--- config.mk ---
export PLATFORM = sky130hd
export DESIGN_NAME = spi_master_transfer_ctrl
export DESIGN_NICKNAME = d
export VERILOG_FILES = /design/src/rtl/clk_div_enable.v /design/src/rtl/spi_master_transfer_ctrl.v
export VERILOG_INCLUDE_DIRS = /design/src /design/src/rtl
export SDC_FILE = /design/constraint.sdc
export NUM_CORES = 1
export LEC_CHECK = 0
export BUFFER_PORTS_ARGS = -buffer_cell sky130_fd_sc_hd__buf_2
export CELL_PAD_IN_SITES_DETAIL_PLACEMENT = 0
export CELL_PAD_IN_SITES_GLOBAL_PLACEMENT = 1
export CORE_UTILIZATION = 47
export DETAILED_ROUTE_END_ITERATION = 12
export GPL_TIMING_DRIVEN = 0
export PLACE_DENSITY_LB_ADDON = 0.3
export SLEW_MARGIN = 15
export SYNTH_ARGS = -nofsm -noshare
export SYNTH_HDL_FRONTEND = slang
export SYNTH_HIERARCHICAL = 1
export SYNTH_SLANG_ARGS = --single-unit
--- constraint.sdc ---
create_clock -name clk_sys -period 9.2 [get_ports clk_sys]
set_input_delay 1.84 -clock clk_sys [delete_from_list [all_inputs] [get_ports clk_sys]]
set_output_delay 1.84 -clock clk_sys [all_outputs]
set_load 0.02 [all_outputs]
--- src/rtl/spi_master_defs.vh ---
// Constants for the serial master transfer controller
`ifndef SPI_MASTER_DEFS_VH
`define SPI_MASTER_DEFS_VH
`define SEL_W 3
`define DIV_W 8
`define LEN_W 6
`define DATA_W 32
`define LEN_MIN 6'h01
`define LEN_MAX 6'h20
`define CFG_W 23
// Config word field positions for save and restore
`define CFG_SEL_LSB 0
`define CFG_DIV_LSB 3
`define CFG_AUTO_BIT 11
`define CFG_IRQ_BIT 12
`define CFG_LSBF_BIT 13
`define CFG_POL_BIT 14
`define CFG_PHA_BIT 15
`define CFG_LEN_LSB 16
`define CFG_NSLV_BIT 22
`define DIV_RESET 8'h01
`endif

--- src/rtl/clk_div_enable.v ---
// Divider producing a one-cycle enable every div cycles
`timescale 1ns/1ps
`include "spi_master_defs.vh"
module clk_div_enable (
  // Clock and reset
  input wire clk_sys,
  input wire rst_n,
  // Control
  input wire run,
  input wire [`DIV_W-1:0] div,
  // Output
  output reg tick
);
  reg [`DIV_W-1:0] cnt_r;
  wire [`DIV_W-1:0] last = (div == 8'h00) ? 8'h00 : div - 8'h01;

  always @(posedge clk_sys) begin
    if (!rst_n || !run) begin
      cnt_r <= 8'h00;
      tick <= 1'b0;
    end else if (cnt_r >= last) begin
      cnt_r <= 8'h00;
      tick <= 1'b1;
    end else begin
      cnt_r <= cnt_r + 8'h01;
      tick <= 1'b0;
    end
  end
endmodule

--- src/rtl/spi_master_transfer_ctrl.v ---
// Serial peripheral master: clock, data and three selects
// Summary of operation
// - Auto select: lines active only during transfer
// - Manual select: lines follow written selection immediately
// - Length 1 to 32 bits per transfer
// - Received word right justified in 32 bits
// - Busy set during transfer, cleared after
// - Done interrupt pulse when enabled
// - Slaves, divisor, auto select, irq configurable
// - LSB first or MSB first order
// - Polarity and phase selectable
// - Configuration readable and restorable whole
// - Continuous mode waits for received word read
// - Continuous mode restarts after read automatically
// - Disabling continuous ends after the running transfer, or after one more if waiting
// - Three slave select outputs
// - Modes map polarity and phase to edges
// - Full duplex, one bit each way per cycle
`timescale 1ns/1ps
`include "spi_master_defs.vh"
module spi_master_transfer_ctrl (
  // Clock and reset
  input wire clk_sys,
  input wire rst_n,
  // Configuration
  input wire [`SEL_W-1:0] slave_sel,
  input wire [`DIV_W-1:0] clk_divisor,
  input wire auto_select,
  input wire irq_enable,
  input wire lsb_first,
  input wire clk_invert,
  input wire clk_phase,
  input wire slave_count_sel,
  input wire cfg_write,
  output wire [`CFG_W-1:0] cfg_read,
  input wire [`CFG_W-1:0] cfg_restore,
  input wire cfg_restore_load,
  // Transfer control
  input wire start,
  input wire continuous,
  input wire stop,
  input wire [`LEN_W-1:0] xfer_len,
  input wire [`DATA_W-1:0] tx_data,
  input wire rx_read,
  output reg [`DATA_W-1:0] rx_data,
  output wire busy,
  output reg master_transfer_done_irq,
  // Serial pins
  output reg serial_clock_out,
  output reg serial_data_out,
  input wire serial_data_in,
  output wire slave_select_line_a_n,
  output wire slave_select_line_b_n,
  output wire slave_select_line_c_n
);
  localparam ST_IDLE = 4'b0001;
  localparam ST_RUN = 4'b0010;
  localparam ST_WAIT = 4'b0100;
  localparam ST_END = 4'b1000;

  ////////////////////////////////////////////////////////////////////////
  // Configuration store
  reg [`SEL_W-1:0] sel_r;
  reg [`DIV_W-1:0] div_r;
  reg auto_r, irq_en_r, lsbf_r, pol_r, pha_r, nslv_r;
  reg [`LEN_W-1:0] len_r;

  always @(posedge clk_sys) begin
    if (!rst_n || stop) begin
      sel_r <= 3'h0;
      if (!rst_n) begin
        div_r <= `DIV_RESET;
        auto_r <= 1'b0;
        irq_en_r <= 1'b0;
        lsbf_r <= 1'b0;
        pol_r <= 1'b0;
        pha_r <= 1'b0;
        nslv_r <= 1'b0;
      end
    end else if (cfg_restore_load) begin
      // Whole configuration restored from a saved word
      sel_r <= cfg_restore[`CFG_SEL_LSB+2:`CFG_SEL_LSB];
      div_r <= cfg_restore[`CFG_DIV_LSB+7:`CFG_DIV_LSB];
      auto_r <= cfg_restore[`CFG_AUTO_BIT];
      irq_en_r <= cfg_restore[`CFG_IRQ_BIT];
      lsbf_r <= cfg_restore[`CFG_LSBF_BIT];
      pol_r <= cfg_restore[`CFG_POL_BIT];
      pha_r <= cfg_restore[`CFG_PHA_BIT];
      nslv_r <= cfg_restore[`CFG_NSLV_BIT];
    end else if (cfg_write) begin
      sel_r <= slave_sel;
      div_r <= clk_divisor;
      auto_r <= auto_select;
      irq_en_r <= irq_enable;
      lsbf_r <= lsb_first;
      pol_r <= clk_invert;
      pha_r <= clk_phase;
      nslv_r <= slave_count_sel;
    end
  end

  assign cfg_read = {nslv_r, len_r, pha_r, pol_r, lsbf_r, irq_en_r,
    auto_r, div_r, sel_r};

  ////////////////////////////////////////////////////////////////////////
  // Transfer sequencing
  reg [3:0] state_r;
  reg cont_r;
  reg half_r;
  reg [`LEN_W-1:0] cnt_r;
  reg [`DATA_W-1:0] tx_sh_r, rx_sh_r;
  reg [`DATA_W-1:0] tx_keep_r;
  reg din_s1_r, din_s2_r;
  wire tick;
  wire [`LEN_W-1:0] len_ok = (xfer_len == 6'h00) ? `LEN_MIN :
    (xfer_len > `LEN_MAX) ? `LEN_MAX : xfer_len;

  clk_div_enable u_div (
    .clk_sys(clk_sys),
    .rst_n(rst_n),
    .run(state_r == ST_RUN),
    .div(div_r),
    .tick(tick)
  );

  // Length has one owner: taken at start, else restored with the config
  wire take_start = (state_r == ST_IDLE) && (start || continuous) && !stop;

  always @(posedge clk_sys) begin
    if (!rst_n)
      len_r <= `LEN_MAX;
    else if (take_start)
      len_r <= len_ok;
    else if (cfg_restore_load && !stop)
      len_r <= cfg_restore[`CFG_LEN_LSB+5:`CFG_LEN_LSB];
  end

  always @(posedge clk_sys) begin
    din_s1_r <= serial_data_in;
    din_s2_r <= din_s1_r;
  end

  assign busy = (state_r == ST_RUN) || (state_r == ST_END);

  // Bit to send next for given index within current length
  function next_bit;
    input [`DATA_W-1:0] d;
    input [`LEN_W-1:0] idx;
    input [`LEN_W-1:0] len;
    input lsbf;
    reg [`LEN_W-1:0] p;
    begin
      p = lsbf ? idx : len - 6'h01 - idx;
      next_bit = d[p[4:0]];
    end
  endfunction

  wire lead_edge = tick && !half_r;
  wire trail_edge = tick && half_r;
  wire sample_now = pha_r ? trail_edge : lead_edge;
  wire [`DATA_W-1:0] rx_ins = lsbf_r ?
    {din_s2_r, rx_sh_r[`DATA_W-1:1]} : {rx_sh_r[`DATA_W-2:0], din_s2_r};

  always @(posedge clk_sys) begin
    master_transfer_done_irq <= 1'b0;
    if (!rst_n) begin
      state_r <= ST_IDLE;
      cont_r <= 1'b0;
      half_r <= 1'b0;
      cnt_r <= 6'h00;
      tx_sh_r <= 32'h00000000;
      tx_keep_r <= 32'h00000000;
      rx_sh_r <= 32'h00000000;
      rx_data <= 32'h00000000;
      serial_clock_out <= 1'b0;
      serial_data_out <= 1'b0;
    end else begin
      if (continuous)
        cont_r <= 1'b1;
      else if (!continuous && state_r != ST_IDLE)
        cont_r <= 1'b0;
      case (state_r)
        ST_IDLE: begin
          serial_clock_out <= pol_r;
          if (take_start) begin
            tx_sh_r <= tx_data;
            tx_keep_r <= tx_data;
            rx_sh_r <= 32'h00000000;
            cnt_r <= 6'h00;
            half_r <= 1'b0;
            cont_r <= continuous;
            serial_data_out <= next_bit(tx_data, 6'h00, len_ok, lsbf_r);
            state_r <= ST_RUN;
          end
        end
        ST_RUN: begin
          if (tick) begin
            half_r <= ~half_r;
            serial_clock_out <= ~serial_clock_out;
            if (sample_now)
              rx_sh_r <= rx_ins;
            if (!pha_r && trail_edge && cnt_r != len_r - 6'h01)
              serial_data_out <= next_bit(tx_sh_r, cnt_r + 6'h01,
                len_r, lsbf_r);
            if (pha_r && lead_edge)
              serial_data_out <= next_bit(tx_sh_r, cnt_r, len_r, lsbf_r);
            if (trail_edge) begin
              cnt_r <= cnt_r + 6'h01;
              if (cnt_r == len_r - 6'h01)
                state_r <= ST_END;
            end
          end
        end
        ST_END: begin
          // Right justify: MSB-first fills from bit 0 already
          if (lsbf_r)
            rx_data <= rx_sh_r >> (6'h20 - len_r);
          else
            rx_data <= rx_sh_r;
          serial_clock_out <= pol_r;
          master_transfer_done_irq <= irq_en_r;
          state_r <= cont_r ? ST_WAIT : ST_IDLE;
        end
        ST_WAIT: begin
          if (stop)
            state_r <= ST_IDLE;
          else if (rx_read) begin
            // Repeat at the same length with the kept transmit word
            tx_sh_r <= tx_keep_r;
            rx_sh_r <= 32'h00000000;
            cnt_r <= 6'h00;
            half_r <= 1'b0;
            serial_data_out <= next_bit(tx_keep_r, 6'h00, len_r, lsbf_r);
            state_r <= ST_RUN;
          end
        end
        default: state_r <= ST_IDLE;
      endcase
    end
  end

  ////////////////////////////////////////////////////////////////////////
  // Slave selects, active low
  wire sel_on = auto_r ? busy : 1'b1;
  wire [`SEL_W-1:0] sel_act = sel_on ? sel_r : 3'h0;
  assign slave_select_line_a_n = ~sel_act[0];
  assign slave_select_line_b_n = ~sel_act[1];
  assign slave_select_line_c_n = ~sel_act[2];
endmodule

==> results of run 1 <==
## final cells by class
| class | count | area [µm²] |
|---|---|---|
| timing repair buffer | 148 | 741 |
| multi-input combinational | 1053 | 7050 |
| clock buffer | 17 | 425 |
| buffer | 110 | 487 |
| inverter | 24 | 90.1 |
| sequential | 177 | 3680 |
| clock inverter | 15 | 191 |
| fill | 2341 | 10500 |
| tap | 319 | 399 |
## flip-flops by register name, summed over array words and instances, names as in the netlist, 3 cells and up
name and count:
rx_data 32, cnt_r 6, u_div/cnt_r 8, sel_r 3, rx_sh_r 32, state_r 4, tx_sh_r 32, div_r 8
tx_keep_r 32, len_r 6
## final timing paths
kind | end | slack (ns) | cells after the start
max | serial_data_out | 4.19 | 14
min | din_s2_r | 0.34 | 0
min reg2reg | din_s2_r | 0.34 | 0
max reg2reg | serial_data_out | 4.82 | 13
## cells by family after synthesis
kind of cell,count (synthesis),synth area share
AOI/OAI and AO/OA,339,0.195
xor gates and xnor gates,29,0.0231
adders and majority gates,24,0.0279
buffers and inverters,134,0.0510
DFF,177,0.326
muxes,149,0.175
and+or+nand+nor,512,0.202
## metal layers
metal | up-vias | global-route usage | wire length [µm]
li1 | 5284 | - | -
met1 | 5419 | 0.469 | 17800
met2 | 539 | 0.493 | 17600
met3 | 68 | 0.0730 | 3630
met4 | 0 | 0.104 | 989
met5 | - | 0 | 0
## placed cells by master, fill, tap and decap left out, drive strengths merged, types with 7 or more instances in the layout
cell type / count
xnor2: 18
edfxtp: 14
clkbuf: 81
mux2: 15
a21oi: 115
nor3: 30
o211ai: 14
a211oi: 73
inv: 30
o21ai: 58
and3: 8
mux4: 37
buf: 194
or2: 7
xor2: 11
nand3: 35
dfxtp: 163
mux2i: 97
nor2b: 22
nand4: 12
clkinv: 7
nor2: 172
o2111ai: 9
a31oi: 20
ha: 22
nor3b: 7
nand2: 195
## where the power goes
part           switching (mW)  internal (mW)
Combinational           0.627          0.344
Sequential             0.0543          0.835
Clock                   0.379          0.393
## worst max-delay path, stage by stage
cell	delay [ns]
buf_2	0.12
nor4_1	0.44
o21ai_0	0.37
buf_2	0.33
ha_1	0.30
clkbuf_1	0.37
mux2i_1	0.15
a2111oi_0	0.40
a41o_1	0.17
a311oi_1	0.06
a31oi_1	0.14
o311ai_0	0.17
and3_1	0.28
a41oi_1	0.23
## through the flow
| step | std cells | utilization | setup slack, ns | instance area (µm²) |
|---|---|---|---|---|
| floorplan | 1364 | - | 4.80 | 11300 |
| global placement | 1831 | 0.529 | 3.82 | 12400 |
| detailed placement | 1831 | 0.529 | 3.82 | 12500 |
| CTS | 1863 | 0.555 | 4.29 | 13100 |
| global route | 1863 | 0.555 | 3.95 | 13100 |
| finish | 1863 | 0.555 | 4.19 | 13100 |
==> impl_metrics.csv, run 1 <==
group,metric,value,unit
finish,nNetsFinal,1642,
sta,max_slew_margin,0.235,
clock_tree,clock-sinks,177,
grt,grt_pass1_vias,10400,
synth,synthesis.instances,1364,
power_and_ir_drop,ir_drop,116,µV
placement,hpwlAfterDp,30600,µm
power_and_ir_drop,powerDensity,201,nW/µm²
floorplan,num_rows,56,
floorplan,io_pins,149,
critical_path,crit_fanout,10,
drt,wirelength,39900,µm
clock_tree,post-cts-setup-buffers,0,
synth,synth.cell_area,11300,µm²
synth,synth_cell_types,84,
drt,first_pass_iters,5,
drt,drc,0,
power_and_ir_drop,p_total,2.63,mW
synth,ys_seq_area_frac,0.326,
clock_tree,cts_tree,"yes",
drt,viasPerCell,6.07,
drt,vias,11300,
placement,port_buffers,148,
sta,final_hold_viol_count,0,
sta,holdWs,0.340,ns
sta,rsz0062_at_grt,"no",
grt,grt_pass1_wl,60900,µm
synth,synth_nets,1475,
floorplan,die_x,157,µm
sta,layout_min_cycle_time,5.01,ns
clock_tree,cts_buffers,17,
synth,ys_top_cells_by_count,"nand2_1 (194), nor2_1 (171), dfxtp_1 (163)",
clock_tree,clkTransAtPathRegs,0.08,ns
synth,synth.avg_cell_area,8.29,µm²
floorplan,start_util,0.480,
run_status,run_status,"completed",
critical_path,cp-start-kind,"input port",
finish,antennaDiodeCount,0,
synth,netlist.area_leader.share,0.289,
power_and_ir_drop,p_leak,4.89,nW
grt,grt_max_degree,20,
critical_path,end_kind,"flip-flop",
clock_tree,cts_max_level,4,
synth,synthTopCellsByArea,"dfxtp_1 (29%), mux2i_1 (8.6%), mux4_2 (7.4%)",
sta,period_share,0.545,
critical_path,reg2reg_from,"len_r[0]",
clock_tree,ctsResizeCount,0,
floorplan,die_area,24700,µm²
finish,area_growth_syn_to_layout,15.6,%
drt,routedWlPerCell,21.4,µm
clock_tree,clk_path_buf_depth,2,
sta,skew,0.0175,ns
critical_path,cp.arrival,5.38,ns
sta,fmax,200,MHz
clock_tree,root_buffer,"clkbuf_16",
synth,ys.flop_type,"dfxtp_1",
placement,globalplace.congestion,0.983,
job,max_cap_violations,0,
drt,drtIter0Drc,1069,
sta,worst_pin_slew,1.13,ns
sta,finalSetupTns,0,ns
synth,synth_async_sr_flop_share,0,
worst_hold_path,min-delay-start,"din_s1_r",
grt,antenna_found_initial,1,
synth,synth_warnings,6,
synth,synth.most_common_cell,"nand2_1",
sta,setup_viol,0,
critical_path,startpoint,"xfer_len[1]",
clock_tree,cts_hold_buffers,0,
drt,detail-route-antenna-nets,0,
synth,synth_seq_cells,177,
sta,drv_slew,0,
clock_tree,clk_latency,0.45,ns
grt,grt.overflow.total,0,
synth,synth_edf_count,14,
finish,final_layout_size_suffix_gt1_frac,0.188,
critical_path,cp.required,9.56,ns
floorplan,die_h,157,µm
synth,yosysTopAreaCell,"dfxtp_1",
grt,grt_usage,0.329,
floorplan,core,23500,µm²
critical_path,crit_type,"in2reg",
worst_hold_path,hold_path.class,"reg2reg",
Power figures use the tool's default switching activity.
==> run 2: changes to the inputs <==
- CORE_UTILIZATION: 47 -> 40
- clock period: 9.2 -> 4.5 ns (I/O delays scaled with it)
==> run 2 against run 1 <==
Net effect:
- final cell count increased by 3.2%
- worst setup slack worse by 4.0 ns
- core utilization is 8.3 points lower
- hold slack better by 0.0042 ns
- combinational power increased by 100%
==> impl_metrics.csv, run 2 (same netlist as run 1, synthesis figures left out) <==
group,metric,value,unit
critical_path,slowest_delay,0.53,ns
finish,final_util,0.472,
finish,nNetsFinal,1642,
floorplan,die_h,170,µm
finish,area_growth_syn_to_layout,16.0,%
finish,finalNonFillerCells,1922,
drt,vias,11200,
grt,grt_max_degree,20,
placement,hpwlAfterDp,31800,µm
critical_path,cp.required,4.85,ns
finish,register_area,3680,µm²
critical_path,cp.arrival,4.64,ns
worst_hold_path,holdPathStages,0,
job,max_cap_violations,0,
clock_tree,cts_hold_buffers,0,
sta,final_hold_viol_count,0,
sta,worst_slack,0.207,ns
sta,holdWs,0.344,ns
clock_tree,clock-sinks,177,
drt,wirelength,41500,µm
drt,routedWlPerCell,21.6,µm
grt,grt_usage,0.291,
sta,fmax,233,MHz
floorplan,core,27800,µm²
placement,dp.cells,1890,
critical_path,reg2reg_from,"len_r[0]",
clock_tree,post-cts-setup-buffers,0,
placement,port_buffers,148,
drt,drc,0,
worst_hold_path,hold_path.class,"reg2reg",
clock_tree,ctsResizeCount,0,
critical_path,rr_worst_depth,15,
critical_path,cp_slowest_cell,"mux2i_1",
floorplan,die_x,170,µm
critical_path,crit_type,"reg2reg",
finish,multiInputGateArea,7050,µm²
drt,first_pass_iters,9,
drt,viasPerCell,5.84,
clock_tree,root_buffer,"clkbuf_16",
clock_tree,cts_max_level,4,
finish,fill_cells,2863,
grt,grt.overflow.total,0,
worst_hold_path,min-delay-start,"din_s1_r",
critical_path,cp-start-kind,"flip-flop",
sta,setup_viol,0,
drt,detail-route-antenna-nets,0,
sta,period_share,0.954,
sta,finalSetupTns,0,ns
critical_path,end_kind,"flip-flop",
grt,antenna_found_initial,0,
power_and_ir_drop,p_total,5.33,mW
finish,antennaDiodeCount,0,
floorplan,die_area,28900,µm²
power_and_ir_drop,p_leak,4.87,nW
power_and_ir_drop,ir_drop,250,µV
sta,skew,0.0149,ns
floorplan,io_pins,149,
clock_tree,clk_latency,0.45,ns
drt,drtIter0Drc,1026,
sta,drv_slew,0,
finish,final_layout_size_suffix_gt1_frac,0.188,
critical_path,r2r_slack,0.21,ns
clock_tree,cts_tree,"yes",
clock_tree,clk_path_buf_depth,2,
grt,grt_pass1_vias,10700,
finish,layout_commonest_cell,"nand2_1",
sta,layout_min_cycle_time,4.29,ns
clock_tree,clkTransAtPathRegs,0.08,ns
clock_tree,cts_buffers,17,
floorplan,num_rows,61,
placement,post-place-ws,0.0234,ns
run_status,run_status,"completed",
power_and_ir_drop,powerDensity,406,nW/µm²
sta,worst_pin_slew,1.16,ns
placement,globalplace.congestion,0.960,
floorplan,start_util,0.407,
grt,grt_pass1_wl,63400,µm
finish,final_area,13100,µm²
sta,max_slew_margin,0.220,
critical_path,crit_fanout,11,
critical_path,crit_chain,"buf_6, inv_2, ha_1, buf_2, inv_1, fa_1, mux2i_1, buf_2, nand2_1, nand3_1, nand4_1, mux2i_1, mux2_2, nand4_1, a41oi_1",
sta,rsz0062_at_grt,"no",
placement,placed_cell_area,12500,µm²
worst_hold_path,hold_end,"din_s2_r",
critical_path,worstReg2RegEnd,"serial_data_out",
finish,final_cell_mix,"nand2_1 (194), buf_2 (174), nor2_1 (171), dfxtp_1 (163), a21oi_1 (114)",
[run 2: worst max-delay path: cells and delay by family, from the launching register on]
kind / cells / cell delay (ns)
compound gates: 1 / 0.24
fa+ha+maj: 2 / 0.92
buf+inv: 5 / 1.24
flops: 1 / 0.48
mux: 3 / 0.92
simple gates: 4 / 0.37
[run 2: final cells by class]
cell class                      instances  area share
Clock inverter                         15      0.0123
Sequential cell                       177       0.281
Buffer                                110      0.0371
Clock buffer                           17      0.0324
Multi-Input combinational cell       1053       0.538
Timing Repair Buffer                  148      0.0565
Tap cell                              378      0.0361
Inverter                               24     0.00687
[run 2: power by group]
part / switching (mW) / total [mW] / internal (mW)
Clock: 0.771 / 1.52 / 0.750
Sequential: 0.112 / 1.82 / 1.71
Combinational: 1.29 / 1.99 / 0.702
[run 2: worst max path at each step]
stage,startpoint,endpoint,slack (ns),cells past startpoint
floorplan,xfer_len[1],serial_data_out,1.04,13
global placement,xfer_len[1],serial_data_out,0.08,13
detailed placement,xfer_len[1],serial_data_out,0.02,14
CTS,len_r[0],serial_data_out,0.20,13
global route,len_r[0],serial_data_out,0.03,13
finish,len_r[0],serial_data_out,0.21,15
[run 2: per-layer routing]
layer	vias to the layer above	global-route usage	wire length, µm
met5	-	0	0
met4	0	0.0877	944
met3	69	0.0428	2840
met2	451	0.457	18800
met1	5412	0.409	18900
li1	5289	-	-
